--- src/rsr_defs.svh ---
// Offsets, field positions, reset values and timing counts of the sequencer
`ifndef RSR_DEFS_SVH
`define RSR_DEFS_SVH
// Register byte addresses
`define RSR_ADDR_STATUS   12'hFF0
`define RSR_ADDR_CTRL     12'hFF4
`define RSR_ADDR_WAKE     12'hFF8
// Status fields
`define RSR_ST_POR        7
`define RSR_ST_STOP       6
`define RSR_ST_WDT        5
`define RSR_ST_EXT        4
`define RSR_ST_LVD        0
`define RSR_ST_RESET      4'h8
// Cause codes {por, stop, wdt, ext}
`define RSR_CAUSE_POR     4'h8
`define RSR_CAUSE_EXT     4'h1
`define RSR_CAUSE_WDT     4'h2
`define RSR_CAUSE_SMR     4'h4
`define RSR_CAUSE_SMR_WDT 4'h6
// Control fields
`define RSR_CT_DBG_RST    0
`define RSR_CT_LVD_IE     1
`define RSR_CT_BOD_DIS    2
// Reset vector location
`define RSR_VEC_ADDR      16'h0002
// Timing, clock period and delays
`define RSR_CLK_PS        5000
`define RSR_DLY_SHORT     66
`define RSR_DLY_LONG      5000
`define RSR_IPO_START_NS  4000
`define RSR_IPO_START_CYC ((`RSR_IPO_START_NS * 1000) / `RSR_CLK_PS)
`define RSR_PIN_MIN_CYC   3
`define RSR_STOP_FILT_NS  50
`define RSR_STOP_FILT_CYC \
   ((`RSR_STOP_FILT_NS * 1000 + `RSR_CLK_PS - 1) / `RSR_CLK_PS)
`define RSR_CNT_W         13
`endif

--- src/rsr_pkg.sv ---
// Types shared by the sequencer files
package rsr_pkg;
   // Sequencer states
   typedef enum logic [2:0] {
      RSR_BOOT, RSR_SYSRST, RSR_HOLD, RSR_RUN, RSR_STOP, RSR_SMR
   } rsr_state_e;
   // Cause field {por, stop, wdt, ext}
   typedef logic [3:0] rsr_cause_t;
endpackage

--- src/rsr_wake_if.sv ---
// Carrier between the sequencer and its pin filter
`timescale 1ns/1ps
`default_nettype none
interface rsr_wake_if #(parameter int GPIO_W = 8);
   logic              ignore_pin;   // Pin driven by us, do not count
   logic              stop;         // Stop mode active
   logic [GPIO_W-1:0] wake_en;      // GPIO recovery enables
   logic              pin_low_run;  // Reset pin low long enough, run
   logic              pin_low_stop; // Reset pin low past stop filter
   logic              pin_high;     // Synchronised reset pin level
   logic              dbg_low;      // Debug pin held low
   logic              gpio_wake;    // Filtered GPIO transition
   logic              lvd_s;        // Synchronised low-supply level
   logic              bo_s;         // Synchronised brownout level
   modport filt (input ignore_pin, stop, wake_en,
      output pin_low_run, pin_low_stop, pin_high, dbg_low,
      gpio_wake, lvd_s, bo_s);
   modport ctrl (output ignore_pin, stop, wake_en,
      input pin_low_run, pin_low_stop, pin_high, dbg_low,
      gpio_wake, lvd_s, bo_s);
endinterface
`default_nettype wire

--- src/rsr_ctrl.sv ---
// Reset and stop-recovery sequencer with APB status and control registers
`timescale 1ns/1ps
`default_nettype none
`include "rsr_defs.svh"
// What this block does
// Watchdog timeout resets or interrupts per select
// Watchdog reset sets watchdog cause flag
// Reset pin low three to four cycles
// Stay in reset while pin held low
// Pin reset sets external cause flag
// Drive reset pin low through reset delay
// Debug request resets chip, not debug unit
// Debug request self-clears; power-up flag set
// Recovery holds 866 or 5000 cycles
// Recovery resets only watchdog and oscillator control
// Recovery selects internal precision oscillator
// Fetch vector at 0002H/0003H on exit
// Recovery sets stop-recovery flag
// Pin or debug low in stop: reset
// Watchdog in stop: recovery, both flags
// Watchdog interrupt serviced after watchdog recovery
// Filtered GPIO transition starts recovery
// Port input data disabled in stop
// Reset pin glitch filtered in stop
// Low-supply flag live, never cleared
// Low-supply interrupt when enabled
// Brownout disable also disables low-supply
// System reset holds 66 or 5000 cycles
// Status read clears upper four flags
// Two-stage sync on pin and GPIO inputs
module rsr_ctrl
   import rsr_pkg::*;
#(
   parameter int GPIO_W    = 8,
   parameter int DLY_LONG  = `RSR_DLY_LONG,
   parameter int STOP_FILT = `RSR_STOP_FILT_CYC
) (
   // Clock and reset
   input  wire logic              clk_sys,
   input  wire logic              arst_n,
   // APB slave
   input  wire logic              psel,
   input  wire logic              penable,
   input  wire logic              pwrite,
   input  wire logic [11:0]       paddr,
   input  wire logic [31:0]       pwdata,
   output logic      [31:0]       prdata,
   output logic                   pready,
   output logic                   pslverr,
   // Open-drain reset pin
   input  wire logic              rst_pin_in,
   output logic                   rst_pin_out,
   output logic                   rst_pin_oe_n,
   // Asynchronous sources
   input  wire logic              debug_pin_in,
   input  wire logic              low_supply_in,
   input  wire logic              brownout_in,
   input  wire logic [GPIO_W-1:0] gpio_in,
   // Same-domain sources and option bits
   input  wire logic              wdt_timeout,
   input  wire logic              watchdog_reset_select,
   input  wire logic              xtal_enable,
   input  wire logic              gpio_rst_drive,
   input  wire logic              stop_req,
   // Reset and recovery outputs
   output logic                   sys_rst_n,
   output logic                   cpu_rst_n,
   output logic                   ctl_regs_rst,
   output logic                   osc_force_ipo,
   output logic                   port_in_enable,
   output logic                   stop_mode,
   output logic                   vector_fetch,
   output logic      [15:0]       vector_addr,
   output logic                   wdt_irq,
   output logic                   lvd_irq
);
   localparam int CW = `RSR_CNT_W;

   rsr_wake_if #(.GPIO_W(GPIO_W)) wk ();  // Filter carrier

   rsr_state_e        st_reg;           // Sequencer state
   rsr_state_e        st_next;          // Next sequencer state
   logic [CW-1:0]     cnt_reg;          // Delay down-counter
   logic [3:0]        flags_reg;        // {por, stop, wdt, ext}
   logic              dbg_req_reg;      // Debugger reset request
   logic              lvd_ie_reg;       // Low-supply interrupt enable
   logic              bod_dis_reg;      // Brownout detect disable
   logic [GPIO_W-1:0] wake_en_reg;      // GPIO recovery enables
   logic              smr_wdt_reg;      // Recovery caused by watchdog
   logic              vec_reg;          // Vector fetch pulse
   logic              irq_reg;          // Watchdog interrupt pulse
   logic [31:0]       prdata_reg;       // Read data
   logic              go_rst;           // Enter system reset
   logic              go_smr;           // Enter stop recovery
   rsr_cause_t        cause;            // Cause flags to record
   logic              bo_act;           // Brownout reset active
   logic              lvd_flag;         // Live low-supply flag
   logic              acc;              // APB access phase
   logic              setup_rd;         // APB read setup phase
   logic              rd_status;        // Status read completes
   logic              wdt_int_now;      // Timeout as interrupt

   // Delay for system reset or recovery, in cycles minus one
   function automatic logic [CW-1:0] dly(input logic xtal,
                                         input logic stop_recovery);
      int d;
      d = xtal ? DLY_LONG : `RSR_DLY_SHORT;
      if (stop_recovery && !xtal)
         d = d + `RSR_IPO_START_CYC;
      dly = CW'(d - 1);
   endfunction

   // Is the address one of ours
   function automatic logic mapped(input logic [11:0] a);
      mapped = (a == `RSR_ADDR_STATUS) || (a == `RSR_ADDR_CTRL) ||
               (a == `RSR_ADDR_WAKE);
   endfunction

   // Pin filtering and synchronisers
   rsr_wake_filter #(
      .GPIO_W    (GPIO_W),
      .STOP_FILT (STOP_FILT)
   ) u_filt (
      .clk_sys       (clk_sys),
      .arst_n        (arst_n),
      .rst_pin_in    (rst_pin_in),
      .debug_pin_in  (debug_pin_in),
      .low_supply_in (low_supply_in),
      .brownout_in   (brownout_in),
      .gpio_in       (gpio_in),
      .wk            (wk.filt)
   );

   // Own drive of the reset pin must not look like an external reset
   assign wk.ignore_pin = !rst_pin_oe_n;
   assign wk.stop       = (st_reg == RSR_STOP);
   assign wk.wake_en    = wake_en_reg;

   assign bo_act   = wk.bo_s && !bod_dis_reg;
   assign lvd_flag = wk.lvd_s && !bod_dis_reg;
   assign wdt_int_now = wdt_timeout && !watchdog_reset_select &&
                        (st_reg == RSR_RUN);

   // Next state and cause selection
   always_comb begin
      st_next = st_reg;
      go_rst  = 1'b0;
      go_smr  = 1'b0;
      cause   = `RSR_CAUSE_POR;
      unique case (st_reg)
         RSR_BOOT: begin
            go_rst = 1'b1;  // Power-on entry
         end
         RSR_RUN: begin
            if (bo_act) begin
               go_rst = 1'b1;
            end else if (dbg_req_reg) begin
               go_rst = 1'b1;
            end else if (wk.pin_low_run) begin
               go_rst = 1'b1;
               cause  = `RSR_CAUSE_EXT;
            end else if (wdt_timeout && watchdog_reset_select) begin
               go_rst = 1'b1;
               cause  = `RSR_CAUSE_WDT;
            end else if (stop_req) begin
               st_next = RSR_STOP;
            end
         end
         RSR_STOP: begin
            if (bo_act) begin
               go_rst = 1'b1;
            end else if (wk.pin_low_stop) begin
               go_rst = 1'b1;
               cause  = `RSR_CAUSE_EXT;
            end else if (wk.dbg_low) begin
               go_rst = 1'b1;
            end else if (wdt_timeout) begin
               go_smr = 1'b1;
               cause  = `RSR_CAUSE_SMR_WDT;
            end else if (wk.gpio_wake) begin
               go_smr = 1'b1;
               cause  = `RSR_CAUSE_SMR;
            end
         end
         RSR_SYSRST: begin
            if (cnt_reg == '0 && !bo_act)
               st_next = RSR_HOLD;
         end
         RSR_HOLD: begin
            if (wk.pin_high)
               st_next = RSR_RUN;
         end
         RSR_SMR: begin
            if (cnt_reg == '0)
               st_next = RSR_RUN;
         end
      endcase
      if (go_rst)
         st_next = RSR_SYSRST;
      if (go_smr)
         st_next = RSR_SMR;
   end

   // State register, power-on enters boot
   always_ff @(posedge clk_sys or negedge arst_n) begin
      if (!arst_n)
         st_reg <= RSR_BOOT;
      else
         st_reg <= st_next;
   end

   // Delay counter, restarts while brownout persists
   always_ff @(posedge clk_sys or negedge arst_n) begin
      if (!arst_n)
         cnt_reg <= '0;
      else if (go_rst || (st_reg == RSR_SYSRST && bo_act))
         cnt_reg <= dly(xtal_enable, 1'b0);
      else if (go_smr)
         cnt_reg <= dly(xtal_enable, 1'b1);
      else if (cnt_reg != '0)
         cnt_reg <= cnt_reg - 1'b1;
   end

   // Remember a watchdog-caused recovery for its interrupt
   always_ff @(posedge clk_sys or negedge arst_n) begin
      if (!arst_n)
         smr_wdt_reg <= 1'b0;
      else if (go_smr)
         smr_wdt_reg <= wdt_timeout;
      else if (go_rst)
         smr_wdt_reg <= 1'b0;
   end

   // Vector fetch pulse on leaving reset or recovery, interrupt pulse on run timeout or on leaving watchdog recovery
   always_ff @(posedge clk_sys or negedge arst_n) begin
      if (!arst_n) begin
         vec_reg <= 1'b0;
         irq_reg <= 1'b0;
      end else begin
         vec_reg <= (st_reg != RSR_RUN) &&
                    (st_next == RSR_RUN);
         irq_reg <= wdt_int_now ||
                    (st_reg == RSR_SMR && st_next == RSR_RUN &&
                     smr_wdt_reg && !watchdog_reset_select);
      end
   end

   // APB phases
   assign acc       = psel && penable;
   assign setup_rd  = psel && !penable && !pwrite;
   assign rd_status = acc && !pwrite && (paddr == `RSR_ADDR_STATUS);

   // Cause flags, a new cause wins over a read clear
   always_ff @(posedge clk_sys or negedge arst_n) begin
      if (!arst_n)
         flags_reg <= `RSR_ST_RESET;
      else if (go_rst || go_smr)
         flags_reg <= cause;
      else if (rd_status)
         flags_reg <= 4'h0;
   end

   // Debugger request, cleared by the reset it causes
   always_ff @(posedge clk_sys or negedge arst_n) begin
      if (!arst_n)
         dbg_req_reg <= 1'b0;
      else if (acc && pwrite && paddr == `RSR_ADDR_CTRL &&
               pwdata[`RSR_CT_DBG_RST])
         dbg_req_reg <= 1'b1;
      else if (st_reg == RSR_SYSRST)
         dbg_req_reg <= 1'b0;
   end

   // Control bits, survive recovery, reset by system reset
   always_ff @(posedge clk_sys or negedge arst_n) begin
      if (!arst_n) begin
         lvd_ie_reg  <= 1'b0;
         bod_dis_reg <= 1'b0;
         wake_en_reg <= '0;
      end else if (st_reg == RSR_SYSRST) begin
         lvd_ie_reg  <= 1'b0;
         bod_dis_reg <= 1'b0;
         wake_en_reg <= '0;
      end else if (acc && pwrite) begin
         if (paddr == `RSR_ADDR_CTRL) begin
            lvd_ie_reg  <= pwdata[`RSR_CT_LVD_IE];
            bod_dis_reg <= pwdata[`RSR_CT_BOD_DIS];
         end
         if (paddr == `RSR_ADDR_WAKE)
            wake_en_reg <= pwdata[GPIO_W-1:0];
      end
   end

   // Read data captured in the setup phase
   always_ff @(posedge clk_sys or negedge arst_n) begin
      if (!arst_n) begin
         prdata_reg <= 32'h0000_0000;
      end else if (setup_rd) begin
         prdata_reg <= 32'h0000_0000;
         if (paddr == `RSR_ADDR_STATUS) begin
            prdata_reg[`RSR_ST_POR:`RSR_ST_EXT] <= flags_reg;
            prdata_reg[`RSR_ST_LVD] <= lvd_flag;
         end else if (paddr == `RSR_ADDR_CTRL) begin
            prdata_reg[`RSR_CT_DBG_RST] <= dbg_req_reg;
            prdata_reg[`RSR_CT_LVD_IE]  <= lvd_ie_reg;
            prdata_reg[`RSR_CT_BOD_DIS] <= bod_dis_reg;
         end else if (paddr == `RSR_ADDR_WAKE) begin
            prdata_reg[GPIO_W-1:0] <= wake_en_reg;
         end
      end
   end

   // Bus answers: no wait states, error on unmapped access
   assign prdata  = prdata_reg;
   assign pready  = 1'b1;
   assign pslverr = acc && !mapped(paddr);

   // Reset pin: open drain, low during reset or on GPIO request
   assign rst_pin_out  = 1'b0;
   assign rst_pin_oe_n = !(st_reg == RSR_SYSRST ||
                           st_reg == RSR_BOOT || gpio_rst_drive);

   // System and core resets; the debug unit sees only arst_n
   assign sys_rst_n = !(st_reg == RSR_SYSRST || st_reg == RSR_HOLD ||
                        st_reg == RSR_BOOT);
   assign cpu_rst_n = sys_rst_n && (st_reg != RSR_SMR);
   assign ctl_regs_rst   = (st_reg == RSR_SMR);
   assign osc_force_ipo  = !cpu_rst_n;
   assign port_in_enable = (st_reg == RSR_RUN);
   assign stop_mode      = (st_reg == RSR_STOP);
   assign vector_fetch   = vec_reg;
   assign vector_addr    = `RSR_VEC_ADDR;
   assign wdt_irq        = irq_reg;
   assign lvd_irq        = lvd_flag && lvd_ie_reg;
endmodule
`default_nettype wire

--- src/rsr_wake_filter.sv ---
// Pin synchronisers, reset pin width filter and GPIO wake detector
`timescale 1ns/1ps
`default_nettype none
`include "rsr_defs.svh"
module rsr_wake_filter
   import rsr_pkg::*;
#(
   parameter int       GPIO_W    = 8,
   parameter int       STOP_FILT = `RSR_STOP_FILT_CYC
) (
   // Clock and reset
   input  wire logic              clk_sys,
   input  wire logic              arst_n,
   // Raw asynchronous inputs
   input  wire logic              rst_pin_in,
   input  wire logic              debug_pin_in,
   input  wire logic              low_supply_in,
   input  wire logic              brownout_in,
   input  wire logic [GPIO_W-1:0] gpio_in,
   // Towards the sequencer
   rsr_wake_if.filt               wk
);
   localparam int SW = GPIO_W + 4;
   localparam logic [7:0] PMIN = 8'(`RSR_PIN_MIN_CYC);
   localparam logic [7:0] SFLT = 8'(STOP_FILT);
   logic [SW-1:0]     s1_reg;      // First stage, read by s2 only
   logic [SW-1:0]     s2_reg;      // Second stage, safe to use
   logic [7:0]        pcnt_reg;    // Reset pin low width
   logic [7:0]        gcnt_reg;    // GPIO mismatch width
   logic [GPIO_W-1:0] gref_reg;    // GPIO level at stop entry
   logic              mism;        // Enabled GPIO differs from entry

   // Saturating count up
   function automatic logic [7:0] sat_inc(input logic [7:0] v);
      sat_inc = (v == 8'hFF) ? v : v + 8'h01;
   endfunction

   // Two-flop synchroniser, reset and debug pins idle high
   always_ff @(posedge clk_sys or negedge arst_n) begin
      if (!arst_n) begin
         s1_reg <= {2'b11, 2'b00, {GPIO_W{1'b0}}};
         s2_reg <= {2'b11, 2'b00, {GPIO_W{1'b0}}};
      end else begin
         s1_reg <= {rst_pin_in, debug_pin_in, low_supply_in,
                    brownout_in, gpio_in};
         s2_reg <= s1_reg;
      end
   end

   // Consecutive low cycles of the reset pin
   always_ff @(posedge clk_sys or negedge arst_n) begin
      if (!arst_n)
         pcnt_reg <= 8'h00;
      else if (s2_reg[SW-1] || wk.ignore_pin)
         pcnt_reg <= 8'h00;
      else
         pcnt_reg <= sat_inc(pcnt_reg);
   end

   // GPIO reference follows pins outside stop mode
   always_ff @(posedge clk_sys or negedge arst_n) begin
      if (!arst_n)
         gref_reg <= '0;
      else if (!wk.stop)
         gref_reg <= s2_reg[GPIO_W-1:0];
   end

   assign mism = |((s2_reg[GPIO_W-1:0] ^ gref_reg) & wk.wake_en);

   // Width of a GPIO transition in stop mode
   always_ff @(posedge clk_sys or negedge arst_n) begin
      if (!arst_n)
         gcnt_reg <= 8'h00;
      else if (!mism || !wk.stop)
         gcnt_reg <= 8'h00;
      else
         gcnt_reg <= sat_inc(gcnt_reg);
   end

   assign wk.pin_low_run  = pcnt_reg >= PMIN;
   assign wk.pin_low_stop = pcnt_reg >= SFLT;
   assign wk.pin_high     = s2_reg[SW-1];
   assign wk.dbg_low      = !s2_reg[SW-2];
   assign wk.lvd_s        = s2_reg[GPIO_W+1];
   assign wk.bo_s         = s2_reg[GPIO_W];
   assign wk.gpio_wake    = gcnt_reg >= SFLT;
endmodule
`default_nettype wire

--- config.mk ---
export PLATFORM = sky130hd
export DESIGN_NAME = rsr_ctrl
export DESIGN_NICKNAME = d
export VERILOG_FILES = /design/src/rsr_pkg.sv /design/src/rsr_wake_if.sv /design/src/rsr_ctrl.sv /design/src/rsr_wake_filter.sv
export VERILOG_INCLUDE_DIRS = /design/src
export SDC_FILE = /design/constraint.sdc
export NUM_CORES = 1
export LEC_CHECK = 0
export BUFFER_PORTS_ARGS = -buffer_cell sky130_fd_sc_hd__clkbuf_2
export CORE_ASPECT_RATIO = 1.5
export CORE_MARGIN = 5
export CORE_UTILIZATION = 57
export CTS_CLUSTER_SIZE = 28
export DETAILED_ROUTE_END_ITERATION = 10
export HOLD_SLACK_MARGIN = 0.03
export PLACE_DENSITY = 0.86
export SYNTH_ARGS = -nofsm -noshare
export SYNTH_HDL_FRONTEND = slang
export SYNTH_HIERARCHICAL = 1
export SYNTH_SLANG_ARGS = --single-unit
--- constraint.sdc ---
create_clock -name clk_sys -period 6.3 [get_ports clk_sys]
set_input_delay 0.945 -clock clk_sys [delete_from_list [all_inputs] [get_ports clk_sys]]
set_output_delay 0.945 -clock clk_sys [all_outputs]
set_load 0.01 [all_outputs]
---- Word level (Yosys, flattened, before mapping) ----
Index checks and enable logic that the tools add are counted.
storage, ports and cells
  flip-flop bits (word level) ............. 90
  latch bits .............................. 0
  RAM bits ................................ 0
  ROM bits ................................ 0
  input bits .............................. 66
  output and inout bits ................... 61
  logic and storage cells ................. 166
  memories ................................ 0
cells by class
  $add $sub $neg .......................... 6
  multiply operators ...................... 0
  divide/modulo/power cells ............... 0
  order comparisons ....................... 3
  equality and inequality tests ........... 15
  shift-type cells ........................ 0
  mux-type cells .......................... 67
  bitwise gates (word level) .............. 2
  reductions and logical operators ........ 57
operator list
  cell                                                                count
  2-to-1 mux 13 bit                                                   7
  2-to-1 mux 8 bit                                                    8
  2-to-1 mux 4 bit                                                    12
  equality test 12 bit (second input constant)                        3
  2-to-1 mux 3 bit                                                    12
  subtractor 13 x 2 -> 13 bit (second input constant)                 2
  2-to-1 mux 1 bit                                                    24
  logical AND 1 bit                                                   22
  adder 8 x 1 -> 8 bit (second input constant)                        2
  equality test 8 bit (second input constant)                         2
  greater-or-equal comparator 8 x 4 -> 1 bit (second input constant)  2
  adder 13 x 10 -> 13 bit (second input constant)                     1
  logical NOT 13 bit                                                  1
  nonzero test 13 bit                                                 1
  subtractor 13 x 1 -> 13 bit (second input constant)                 1
  case mux 3 bit (4 select lines)                                     1
  nonzero test 2 bit                                                  6
  logical NOT 1 bit                                                   11
  logical OR 1 bit                                                    11
  equality test 3 x 2 -> 1 bit (second input constant)                3
  bitwise AND 8 bit                                                   1
  greater-or-equal comparator 8 x 2 -> 1 bit (second input constant)  1
  case mux 4 bit (2 select lines)                                     1
  OR reduction 8 bit                                                  1
  11 further kinds                                                    14

---- Depth between registers and ports, before layout ----
Gate-level depths: netlist (run 1).
  depth in word-level cells ............... 13
  depth in mapped cells ................... 9

---- By module ----
Netlist (run 1), hierarchy kept.
modules (own cells, without submodules)
  module           times used  cells each  area an instance (µm²)  seq. area each (µm²)
  rsr_ctrl         1           297         2678.8                  1052.3
  rsr_wake_filter  1           149         1901.8                  1206.2

---- Worst setup path before layout (run 1) ----
OpenSTA, ideal clock, no wires.
  path kind ............................... in2out
  from .................................... in paddr[1]
  to ...................................... out pslverr
  arrival ................................. 1.635 ns
  data required time ...................... 5.355 ns
  setup slack ............................. 3.720 ns
  stages .................................. 3
  path buffers ............................ 0
  cells stage by stage .................... or2_1 nor3_2 a21oi_1
on the way
  longest elaborated chain between the ends .. 5
  elaborated cells on any way between the ends .. 7
RTL lines
  what                                   RTL line         text
  from (decl)                            rsr_ctrl.sv:45   input wire logic [11:0] paddr,
  equality test 12 bit (no source line)  n/a
  logical OR 1 bit                       rsr_ctrl.sv:115  mapped = (a == `RSR_ADDR_STATUS) || (a == `RSR_ADDR_CTRL) ||
  logical OR 1 bit *                     rsr_ctrl.sv:115
  logical NOT 1 bit *                    rsr_ctrl.sv:316  assign pslverr = acc && !mapped(paddr);
  logical AND 1 bit *                    rsr_ctrl.sv:316
  to (decl)                              rsr_ctrl.sv:49   output logic pslverr,
Every way passes the cells marked *; elsewhere a longest branch is shown, timed or not.

---- Final worst setup path (run 1) ----
  from .................................... reg st_reg[2]
  to ...................................... out stop_mode
on the way
  longest elaborated chain between the ends .. 1
RTL lines
  what                    RTL line         text
  from (decl)             rsr_ctrl.sv:81   rsr_state_e st_reg;
  from (signal assigned)  rsr_ctrl.sv:209  st_reg <= st_next;
  equality test 3 bit     rsr_ctrl.sv:330  assign stop_mode = (st_reg == RSR_STOP);
  to (decl)               rsr_ctrl.sv:71   output logic stop_mode,
Every way passes these cells.

==> metrics.md, run 1 <==
| Metric | Value |
|---|---|
| Vias in the first global route | `between 3k and 4k` |
| Clock Sinks | `90` |
| Ports | `approximately 130` |
| Initial Utilization | `57.9%` |
| Slew Limit Fails | `0` |
| Core ar. | `7910 µm²` |
| Final Critical Period | `between 3000 and 4000 ps` |
| Post-layout util | `roughly 64%` |
| Worst setup EP type | `output port` |
| Layout cells sized above 1 | `a little over a fifth` |
| Max reg flops | `13` |
| Initial antenna violation count | `0` |
| H-tree lvl count | `3` |
| Hold slack final | `between 300 and 400 ps` |
| Worst-path maximum fanout | `15` |
| Num CTS Buffers | `9` |
| Ys async rst share | `100%` |
| Gp weighted congestion | `0.857` |
| Post-Synthesis Cell Area | `4580 µm²` |
| Hold Path Origin | `u_filt/s1_reg[8]` |
| Tot Pwr | `1.61 mW` |
| Antenna Violating Nets Remaining | `0` |
| Syn avg cell area | `10.3 µm²` |
| NumNets Final | `~580` |
| Post-CTS setup buffer count | `0` |
| Cell Count, Final, Fillers Out | `614` |
| Worst r2r src | `u_filt/pcnt_reg[0]` |
| Critical path class | `flip-flop to output port` |
| Clk root buf | `clkbuf_16` |
| Endpoints failing setup | `0` |
| Worst path cell trace | `nor3b_2 > clkbuf_2` |
| Seq/Total Area, Yosys | `about half` |
| R2R Path End | `flags_reg[0]` |
| P_leak | `around 2.4 nW` |
| CP Data Required Time | `around 5400 ps` |
| Maximum clock rate | `~320 MHz` |
| Fillers | `between 600 and 700` |
| Arr. time, crit path | `roughly 2200 ps` |
| Least-Margin Pin Slew | `1070 ps` |
| Critical path's largest stage delay | `just over 900 ps` |
| Post-route clock period utilization | `about half` |
| Post-DP HPWL | `approximately 6.8 mm` |
| Drt total wl | `~9.5 mm` |
| Placed inst area | `4810 µm²` |
| Worst-case reg-to-reg path depth | `9` |
| Synth Flop Type | `dfrtp_1` |
| DRC viols | `0` |
| Power Dens Cells | `316 nW/µm²` |
| Setup crit start kind | `flip-flop` |
| Die W | `83.2 µm` |
| Hold Path Cell Cnt | `0` |
| Post-synthesis cell count | `around 450` |
| FP Rows | `40` |
| Status | `finished clean` |
| Seq cells post-synth | `90` |
| Die height | `between 100 and 150 µm` |
| Total negative slack | `0 ps` |
| Total track usage | `19.3%` |
| Syn-to-layout area delta | `11.2%` |
| Routed vias/inst | `~5.5` |
| Max Buffers Root-to-Sink | `2` |
| CTS hold repair buffers | `0` |
| Worst-path clk slew | `approximately 60 ps` |
| PortBufs | `60` |
| Critical Path Slowest Stage Cell | `nor3b_2` |
| Diode count | `0` |
| Initial DRC count | `358` |
| Final setup margin | `about 3200 ps` |
| Syn. warnings | `6` |
| Total Die Area | `9970 µm²` |
| Largest net degree at the start of global routing | `91` |
| Max-cap violations | `0` |
| EDFF count, synth | `0` |
| Post-placement setup slack | `~3500 ps` |
| RSZ-0062 raised after global routing | `false` |
| First-pass GRT wire length | `15.7 mm` |
| Placed cell count | `roughly 600` |
| CTS tree | `yes` |
| Grt ovf | `0` |
| Post-cts sizing count | `0` |
| First-pass DRT Iterations | `5` |
| Via count | `3407` |
| Final Hold Viols | `0` |
| Worst hold path class | `flip-flop to flip-flop` |
| Worst Skew | `just under 7 ps` |
| Reg2Reg Setup Slack | `around 3600 ps` |
| Yosys cell types | `66` |
| Highest ir drop seen on vdd | `around 0.21 mV` |
| WHS Endpoint | `u_filt/s2_reg[8]` |
| Slew headroom | `28.5%` |
| Finished Cell Area | `5090 µm²` |
| Clk_lat worst skew | `around 340 ps` |
| WL per Instance | `15.4 µm` |
## Yosys cell counts (8+ instances only)
master | number | area [µm²]
dfrtp_1 | 85 | 2130
buf_4 | 43 | 323
nor2_1 | 41 | 154
nand2_1 | 37 | 139
a21oi_1 | 18 | 90.1
o21ai_0 | 17 | 85.1
nor3_1 | 15 | 75.1
inv_1 | 13 | 48.8
xor2_1 | 12 | 105
mux2i_1 | 11 | 110
mux2_2 | 8 | 90.1
nand3_1 | 8 | 40.0
## routing by layer
metal / up-vias / track usage, % / wire length (µm)
met3: 22 / 4.40 / 495
met2: 126 / 35.3 / 5140
li1: 1609 / - / -
met5: - / 0 / 0
met1: 1650 / 21.1 / 3590
met4: 0 / 8.18 / 237
## kinds of logic after synthesis
| logic type | count (synthesis) | share of synthesized area [%] |
|---|---|---|
| adder cells (fa/ha/maj) | 5 | 1.37 |
| flip-flops | 90 | 49.3 |
| AO/OA/AOI/OAI | 85 | 12.6 |
| buffers and inverters | 67 | 9.12 |
| AND/OR/NAND/NOR | 160 | 19.6 |
| multiplexers | 19 | 4.37 |
| XOR/XNOR | 18 | 3.44 |
| other | 2 | 0.164 |
## worst max path at each step
| stage | from | to | depth (start not counted) | slack [ps] |
|---|---|---|---|---|
| after floorplan | paddr[1] | pslverr | 3 | 3720 |
| after global placement | paddr[1] | pslverr | 5 | 3480 |
| after detailed placement | paddr[1] | pslverr | 5 | 3470 |
| after CTS | st_reg[2] | stop_mode | 2 | 3200 |
| after global routing | st_reg[2] | stop_mode | 2 | 3050 |
| final | st_reg[2] | stop_mode | 2 | 3190 |
## critical path, delay by kind of cell (launching register included)
| family | cells | cell delay (ps) |
|---|---|---|
| buffers and inverters | 1 | 290 |
| AND/OR/NAND/NOR | 1 | 920 |
| flip-flops | 1 | 620 |
## area by class of cell
type | instances | area [µm²] | area share (%)
flip-flops and latches | 90 | 2260 | 44.3
multi-input cells | 329 | 2060 | 40.4
repair buffers | 61 | 310 | 6.09
well taps | 105 | 131 | 2.58
clock buffers | 10 | 239 | 4.69
inverters | 13 | 48.8 | 0.958
clock inverters | 6 | 47.5 | 0.933
## layout by cell type (no fill, tap or decap), types with 4 or more instances in the layout
cell       synthesis  routed
a211oi_1           5       5
a21oi_1           18      18
a22o_1             4       4
a22oi_1            5       5
a31oi_1            7       7
and3_1             4       4
clkbuf_16          0       9
clkbuf_2           1      59
conb_1             2      42
dfrtp_1           85      85
dfstp_2            5       5
ha_1               5       5
inv_1             13      13
mux2_2             8       8
mux2i_1           11      11
nand2_1           37      37
nand3_1            8       8
nand4_1            5       5
nor2_1            41      41
nor2b_1            4       4
nor3_1            15      15
nor3_2             4       4
nor3b_1            5       4
o21ai_0           17      17
o21ai_1            4       4
xnor2_1            6       6
xor2_1            12      12
## report_power, final
part / total [mW] / internal (mW) / switching (mW) / leakage (nW)
logic: 0.372 / 0.153 / 0.220 / 1.13
registers: 0.729 / 0.649 / 0.0803 / 1.15
clock network: 0.509 / 0.281 / 0.228 / 0.133
Power figures use the tool's default switching activity.
==> inputs of run 2 (changes only) <==
--- a/config.mk
+++ b/config.mk
@@ -6,14 +6,15 @@
 export SDC_FILE = /design/constraint.sdc
 export NUM_CORES = 1
 export LEC_CHECK = 0
+export ABC_AREA = 1
 export BUFFER_PORTS_ARGS = -buffer_cell sky130_fd_sc_hd__clkbuf_2
 export CORE_ASPECT_RATIO = 1.5
 export CORE_MARGIN = 5
-export CORE_UTILIZATION = 57
+export CORE_UTILIZATION = 53
 export CTS_CLUSTER_SIZE = 28
 export DETAILED_ROUTE_END_ITERATION = 10
 export HOLD_SLACK_MARGIN = 0.03
-export PLACE_DENSITY = 0.86
+export PLACE_DENSITY = 0.8
 export SYNTH_ARGS = -nofsm -noshare
 export SYNTH_HDL_FRONTEND = slang
 export SYNTH_HIERARCHICAL = 1
==> constraint.sdc (replaced) <==
create_clock -name clk_sys -period 3.2 [get_ports clk_sys]
set_input_delay 0.48 -clock clk_sys [delete_from_list [all_inputs] [get_ports clk_sys]]
set_output_delay 0.48 -clock clk_sys [all_outputs]
set_load 0.01 [all_outputs]
==> run 2 against run 1 <==
  * Die area is 12% higher
  * Register-to-register slack worse by 2500 ps
  * Sequential cell count stayed put
  * Combinational power grew to 2.8 times the previous value
  * Clock-buffer cell count is 1 lower
  * Critical endpoint unchanged
==> metrics.md, run 2 <==
| Metric | Value |
|---|---|
| Slew Limit Fails | `0 (unchanged)` |
| Routed vias/inst | `5.11 (-7.9%)` |
| Worst Skew | `7.71 ps (+0.843 ps)` |
| Arr. time, crit path | `1740 ps (-420 ps)` |
| Post-Synthesis Cell Area | `4850 µm² (+5.8%)` |
| Post-synth top cells | `nand2_1 (149), dfrtp_1 (85), inv_1 (67)` |
| Least-Margin Pin Slew | `1100 ps (+32.1 ps)` |
| Worst hold path class | `input port to flip-flop` |
| Worst path cell trace | `nand2_2 > inv_1 > clkbuf_2` |
| Largest net degree at the start of global routing | `91 (unchanged)` |
| Fillers | `772 (+19%)` |
| Diode count | `0 (unchanged)` |
| Via count | `3965 (+16%)` |
| Initial Utilization | `54.6% (-3.3 points)` |
| Hold Path Cell Cnt | `1 (+1)` |
| CTS tree | `yes` |
| Syn. warnings | `6 (unchanged)` |
| Hold slack final | `217 ps (-131 ps)` |
| CTS hold repair buffers | `0 (unchanged)` |
| Largest area contributor in the netlist | `dfrtp_1` |
| Max-cap violations | `0 (unchanged)` |
| Reg2Reg Setup Slack | `1040 ps (-2510 ps)` |
| PortBufs | `60 (unchanged)` |
| Setup crit start kind | `flip-flop` |
| P_leak | `2.81 nW (+17%)` |
| Critical path class | `flip-flop to output port` |
| Power Dens Cells | `673 nW/µm² (+110%)` |
| Yosys cell types | `45 (-32%)` |
| CP Data Required Time | `2720 ps (-2630 ps)` |
| Syn-to-layout area delta | `12.4%` |
| Die height | `127 µm (+6.1%)` |
| Clk_lat worst skew | `340 ps (about the same)` |
| Syn avg cell area | `8.16 µm² (-21%)` |
| Clock Sinks | `90 (unchanged)` |
| Drt total wl | `10.3 mm (+8.5%)` |
| Synth Flop Type | `dfrtp_1` |
| Commonest non-fill, non-tap cells in the layout | `nand2_1 (149), dfrtp_1 (85), inv_1 (67)` |
| FP Rows | `42 (+5.0%)` |
| Most frequent cell after synthesis | `nand2_1` |
| Post-DP HPWL | `7.60 mm (+12%)` |
| Final Critical Period | `approximately 2200 ps` |
| NumNets Final | `732 (+27%)` |
| Critical Path Slowest Stage Cell | `dfrtp_1` |
| Ports | `127 (unchanged)` |
| Total Die Area | `11200 µm² (+12%)` |
| Max Buffers Root-to-Sink | `2 (unchanged)` |
| Ys async rst share | `100% (unchanged)` |
| Die W | `88.1 µm (+5.9%)` |
| Initial DRC count | `188 (-47%)` |
| Worst-path clk slew | `70 ps (about the same)` |
| Core ar. | `8880 µm² (+12%)` |
| Initial antenna violation count | `0 (unchanged)` |
| Vias in the first global route | `3995 (+18%)` |
| First-pass GRT wire length | `17.0 mm (+8.9%)` |
| Yosys top cell area share | `43.9% (-2.6 points)` |
| Layout cells sized above 1 | `19.7% (-1.2 points)` |
| Seq cells post-synth | `90 (unchanged)` |
| Gp weighted congestion | `0.918 (+7.1%)` |
| Most common cell after layout, fill and taps aside | `nand2_1` |
| Worst-case reg-to-reg path depth | `13 (+4)` |
| RSZ-0062 raised after global routing | `false` |
| Post-route clock period utilization | `between 60% and 70%` |
| First-pass DRT Iterations | `4 (-1)` |
| Clk root buf | `clkbuf_16` |
| Num CTS Buffers | `9 (unchanged)` |
| Post-synthesis cell count | `594 (+33%)` |
| Slew headroom | `26.3% (-2.1 points)` |
| WL per Instance | `13.2 µm (-14%)` |
| Post-CTS setup buffer count | `0 (unchanged)` |
| Grt ovf | `0 (unchanged)` |
| Worst-path maximum fanout | `18 (+3)` |
| Maximum clock rate | `approximately 450 MHz` |
| Total track usage | `19.2% (-0.036 points)` |
| DRC viols | `0 (unchanged)` |
| Max reg flops | `13 (unchanged)` |
| Highest ir drop seen on vdd | `0.358 mV (+72%)` |
| Worst setup EP type | `output port` |
| Seq/Total Area, Yosys | `46.6% (-2.7 points)` |
| Antenna Violating Nets Remaining | `0 (unchanged)` |
| H-tree lvl count | `3 (unchanged)` |
| Ranking of synthesized cells by area | `dfrtp_1 (44%), nand2_1 (12%), buf_4 (6.7%)` |
| Post-cts sizing count | `0 (unchanged)` |
| Final Hold Viols | `0 (unchanged)` |
| Critical path's largest stage delay | `610 ps (-310 ps)` |
| Endpoints failing setup | `0 (unchanged)` |
| Total negative slack | `0 ps (unchanged)` |
| EDFF count, synth | `0 (unchanged)` |
| Status | `finished clean` |
run 2: critical path: cells and delay by family, from the launching register on:
family | cells | cell delay, ps
and+or+nand+nor | 1 | 180
DFF | 1 | 610
buffers and inverters | 2 | 610
run 2: worst paths after layout:
check	startpoint	endpoint
max in group asynchronous	arst_n	st_reg[1]
hold / removal	debug_pin_in	u_filt/s1_reg[10]
setup / recovery	st_reg[2]	stop_mode
hold reg to reg	u_filt/s1_reg[5]	u_filt/s2_reg[5]
min in group asynchronous	arst_n	u_filt/gcnt_reg[5]
setup reg to reg	u_filt/pcnt_reg[4]	cnt_reg[1]
run 2: per-stage QoR:
| step | utilization, % | instance area [µm²] | std cells | setup slack (ps) | total power [mW] |
|---|---|---|---|---|---|
| after floorplan | - | 5000 | 634 | 1370 | 2.27 |
| after global placement | 57.6 | 5110 | 760 | 1110 | 2.45 |
| after detailed placement | 57.6 | 5110 | 760 | 1070 | 2.50 |
| after CTS | 61.3 | 5450 | 776 | 949 | 3.68 |
| after global routing | 61.3 | 5450 | 776 | 835 | 3.88 |
| final | 61.3 | 5450 | 776 | 979 | 3.67 |
run 2: final cells by class:
class | instances | area (µm²) | share of cell area (%)
timing repair buffer | 60 | 303 | 5.56
multi-input combinational | 424 | 2120 | 38.9
sequential | 90 | 2260 | 41.5
clock buffer | 9 | 225 | 4.14
clock inverter | 7 | 110 | 2.02
tap | 110 | 138 | 2.53
inverter | 76 | 294 | 5.40
run 2: kinds of logic after synthesis:
family | after synthesis | synth area share (%)
buffers and inverters | 120 | 12.8
AO/OA/AOI/OAI | 66 | 7.85
other | 2 | 0.155
flip-flops | 90 | 46.6
XOR/XNOR | 10 | 1.81
AND/OR/NAND/NOR | 301 | 29.5
adder cells (fa/ha/maj) | 5 | 1.29
run 2: metal layers:
layer	part of all wire (%)	wire length (µm)	vias to the layer above	GRT usage (%)
met5	0	0	-	0
met1	40	4090	1874	21.1
met3	5.8	597	30	3.03
li1	-	-	1933	-
met4	3.9	403	0	12.6
met2	50	5180	128	33.5
run 2: power by group:
part	internal (mW)	switching, mW
logic	0.352	0.696
clock network	0.700	0.470
registers	1.30	0.145
total	2.36	1.31
==> inputs of run 3 (changes only) <==
--- a/config.mk
+++ b/config.mk
@@ -10,11 +10,11 @@
 export BUFFER_PORTS_ARGS = -buffer_cell sky130_fd_sc_hd__clkbuf_2
 export CORE_ASPECT_RATIO = 1.5
 export CORE_MARGIN = 5
-export CORE_UTILIZATION = 53
+export CORE_UTILIZATION = 48
 export CTS_CLUSTER_SIZE = 28
 export DETAILED_ROUTE_END_ITERATION = 10
 export HOLD_SLACK_MARGIN = 0.03
-export PLACE_DENSITY = 0.8
+export PLACE_DENSITY = 0.77
 export SYNTH_ARGS = -nofsm -noshare
 export SYNTH_HDL_FRONTEND = slang
 export SYNTH_HIERARCHICAL = 1
==> constraint.sdc (replaced) <==
create_clock -name clk_sys -period 1.8 [get_ports clk_sys]
set_input_delay 0.27 -clock clk_sys [delete_from_list [all_inputs] [get_ports clk_sys]]
set_output_delay 0.27 -clock clk_sys [all_outputs]
set_load 0.01 [all_outputs]
==> run 3 against run 2 <==
  * The flow now finishes with violations (setup timing)
  * Hold slack got worse by 60 ps
  * Register-to-register slack got worse by 1200 ps
  * Die area rose by 9.4%
  * Worst setup slack got worse by 1100 ps
  * First-iteration DRC count rose by 17%
  * Clock-buffer cell count did not move
  * Largest cell class unchanged
  * Wire length rose by 10%
  * Clock skew barely moved
  * Critical endpoint is now cnt_reg[9]
  * Total power rose by 88%
  * Sequential power rose by 77%
  * Combinational power rose by 120%
  * Final cell count rose by 8.4%
==> metrics.md, run 3 (synthesis results as in run 2) <==
| Metric | Value |
|---|---|
| Worst setup EP type | `flip-flop` |
| Syn-to-layout area delta | `24.8%` |
| Finished Cell Area | `6050 µm² (+11%)` |
| Slew headroom | `65.1% (+39 points)` |
| Total Die Area | `12200 µm² (+9.4%)` |
| R2R Path End | `cnt_reg[9]` |
| Routed vias/inst | `5.08 (-0.56%)` |
| Initial Utilization | `48.4% (-6.2 points)` |
| Critical path class | `flip-flop to flip-flop` |
| NumNets Final | `790 (+7.9%)` |
| Clock Sinks | `90 (unchanged)` |
| WL per Instance | `13.5 µm (+1.8%)` |
| Largest net degree at the start of global routing | `47 (-48%)` |
| Die W | `92.1 µm (+4.5%)` |
| P_leak | `3.10 nW (+10%)` |
| Final setup margin | `-155 ps (-1130 ps)` |
| Status | `finished with violations` |
| Fillers | `830 (+7.5%)` |
| First-pass GRT wire length | `18.5 mm (+8.4%)` |
| Num CTS Buffers | `9 (unchanged)` |
| Reg2Reg Setup Slack | `-150 ps (-1190 ps)` |
| CTS tree | `yes` |
| Initial antenna violation count | `0 (unchanged)` |
| Final Hold Viols | `0 (unchanged)` |
| RSZ-0062 raised after global routing | `true` |
| H-tree lvl count | `3 (unchanged)` |
| Worst-case reg-to-reg path depth | `12 (-1)` |
| Worst r2r src | `u_filt/pcnt_reg[6]` |
| Power Dens Cells | `1140 nW/µm² (+70%)` |
| DRC viols | `0 (unchanged)` |
| Vias in the first global route | `4212 (+5.4%)` |
| Commonest non-fill, non-tap cells in the layout | `nand2_1 (146), dfrtp_1 (84), inv_1 (67)` |
| Final Critical Period | `~2000 ps` |
| Max-cap violations | `0 (unchanged)` |
| Worst-path clk slew | `70 ps (about the same)` |
| First-pass DRT Iterations | `4 (unchanged)` |
| Slew Limit Fails | `0 (unchanged)` |
| Worst-path maximum fanout | `7 (-11)` |
| Core ar. | `10000 µm² (+13%)` |
| Post-placement setup slack | `-200 ps (-1270 ps)` |
| Endpoints failing setup | `22 (+22)` |
| Via count | `4273 (+7.8%)` |
| Initial DRC count | `220 (+17%)` |
| Cell Count, Final, Fillers Out | `841 (+8.4%)` |
| WHS Endpoint | `wdt_irq` |
| Least-Margin Pin Slew | `520 ps (-585 ps)` |
| Max reg flops | `13 (unchanged)` |
| Placed inst area | `5360 µm² (+4.9%)` |
| Hold Path Origin | `watchdog_reset_select` |
| Failing checks | `setup timing` |
| Worst Skew | `7.55 ps (-0.160 ps)` |
| Total track usage | `18.7% (-0.53 points)` |
| Layout cells sized above 1 | `27.3% (+7.7 points)` |
| Arr. time, crit path | `2200 ps (+460 ps)` |
| PortBufs | `60 (unchanged)` |
| Hold slack final | `157 ps (-59.8 ps)` |
| Placed cell count | `797 (+4.9%)` |
| Gp weighted congestion | `0.877 (-4.5%)` |
| Ports | `127 (unchanged)` |
| Clk root buf | `clkbuf_16` |
| Antenna Violating Nets Remaining | `0 (unchanged)` |
| Diode count | `0 (unchanged)` |
| Hold Path Cell Cnt | `2 (+1)` |
| Highest ir drop seen on vdd | `0.566 mV (+58%)` |
| Grt ovf | `0 (unchanged)` |
| Max Buffers Root-to-Sink | `2 (unchanged)` |
| FP Rows | `45 (+7.1%)` |
| Post-route clock period utilization | `109%` |
| Die height | `133 µm (+4.7%)` |
| Most common cell after layout, fill and taps aside | `nand2_1` |
| Drt total wl | `11.3 mm (+10%)` |
| Worst hold path class | `input port to flip-flop` |
| CP Data Required Time | `2040 ps (-680 ps)` |
| Setup crit start kind | `flip-flop` |
| Maximum clock rate | `around 500 MHz` |
| Clk_lat worst skew | `350 ps (about the same)` |
| Post-DP HPWL | `8.11 mm (+6.8%)` |
| Post-layout util | `60.3% (-0.98 points)` |
==> run 3: cell types whose count changed in the layout (fill, tap and decap cells not counted), moves of 3 or more <==
cell / change
dlygate4sd3_1: +13
a21oi_1: -3
o21ai_0: -7
buf_4: +41
o21ai_1: +5
nor2_1: -6
nor2_2: +4
nand2_2: +3
nand2_1: -3
==> run 3: metrics by stage <==
step | setup TNS [ps] | power [mW]
detailed placement | -2910 | 4.52
finish | -2360 | 6.91
CTS | -2120 | 6.74
global placement | -1600 | 4.44
global route | -4850 | 7.34
floorplan | 0 | 4.03
==> run 3: repair_timing <==
item / 4_1_cts / 5_1_grt
hold buffers: 13 / 0
gates resized for setup: 23 / 12
hold endpoints to repair: 35 / 0
buffers inserted: 8 / 6
pin swaps: 12 / 8
setup endpoints to repair: 21 / 38
gates cloned: 0 / 1
==> run 3: worst max path at each step <==
stage	start	endpoint	slack, ps	cells past startpoint
floorplan	u_filt/pcnt_reg[6]	cnt_reg[0]	0.1	12
global placement	u_filt/gcnt_reg[0]	cnt_reg[0]	-140	12
detailed placement	u_filt/pcnt_reg[6]	cnt_reg[0]	-200	12
CTS	u_filt/pcnt_reg[6]	cnt_reg[5]	-140	12
global route	u_filt/pcnt_reg[6]	cnt_reg[1]	-270	13
finish	u_filt/pcnt_reg[6]	cnt_reg[9]	-150	12
==> run 3: power breakdown <==
group / switching, mW / internal (mW) / leakage (nW)
Combinational: 1.42 / 0.912 / 1.79
Clock: 0.888 / 1.12 / 0.154
Sequential: 0.249 / 2.32 / 1.15
Total: 2.56 / 4.35 / 3.10
==> run 3: metal layers <==
metal / wire length, µm / vias to the layer above / part of all wire [%] / global-route usage, %
li1: - / 2061 / - / -
met1: 4230 / 2032 / 37 / 21.2
met2: 6090 / 144 / 54 / 33.3
met3: 630 / 36 / 5.6 / 2.62
met4: 379 / 0 / 3.3 / 10.6
met5: 0 / - / 0 / 0
==> run 3: area by class of cell <==
class / instances / area (µm²) / share of cell area, %
clock buffer: 9 / 225 / 3.72
timing repair buffer: 117 / 792 / 13.1
sequential: 90 / 2260 / 37.4
tap: 117 / 146 / 2.42
multi-input combinational: 424 / 2220 / 36.8
clock inverter: 7 / 96.3 / 1.59
timing repair inverter: 1 / 5.00 / 0.0827
inverter: 76 / 300 / 4.96
==> run 3: worst max-delay path, cell delays in order (launching register included) <==
cell and delay [ps]:
dfrtp_1 410, nor4_4 320, nand3_1 140, nor2_1 120, nand2_1 80, nand2_1 70
nand2_1 60, nand2_2 90, nand2_4 90, nor2_8 160, nand3b_4 140, inv_6 110
a21oi_1 50
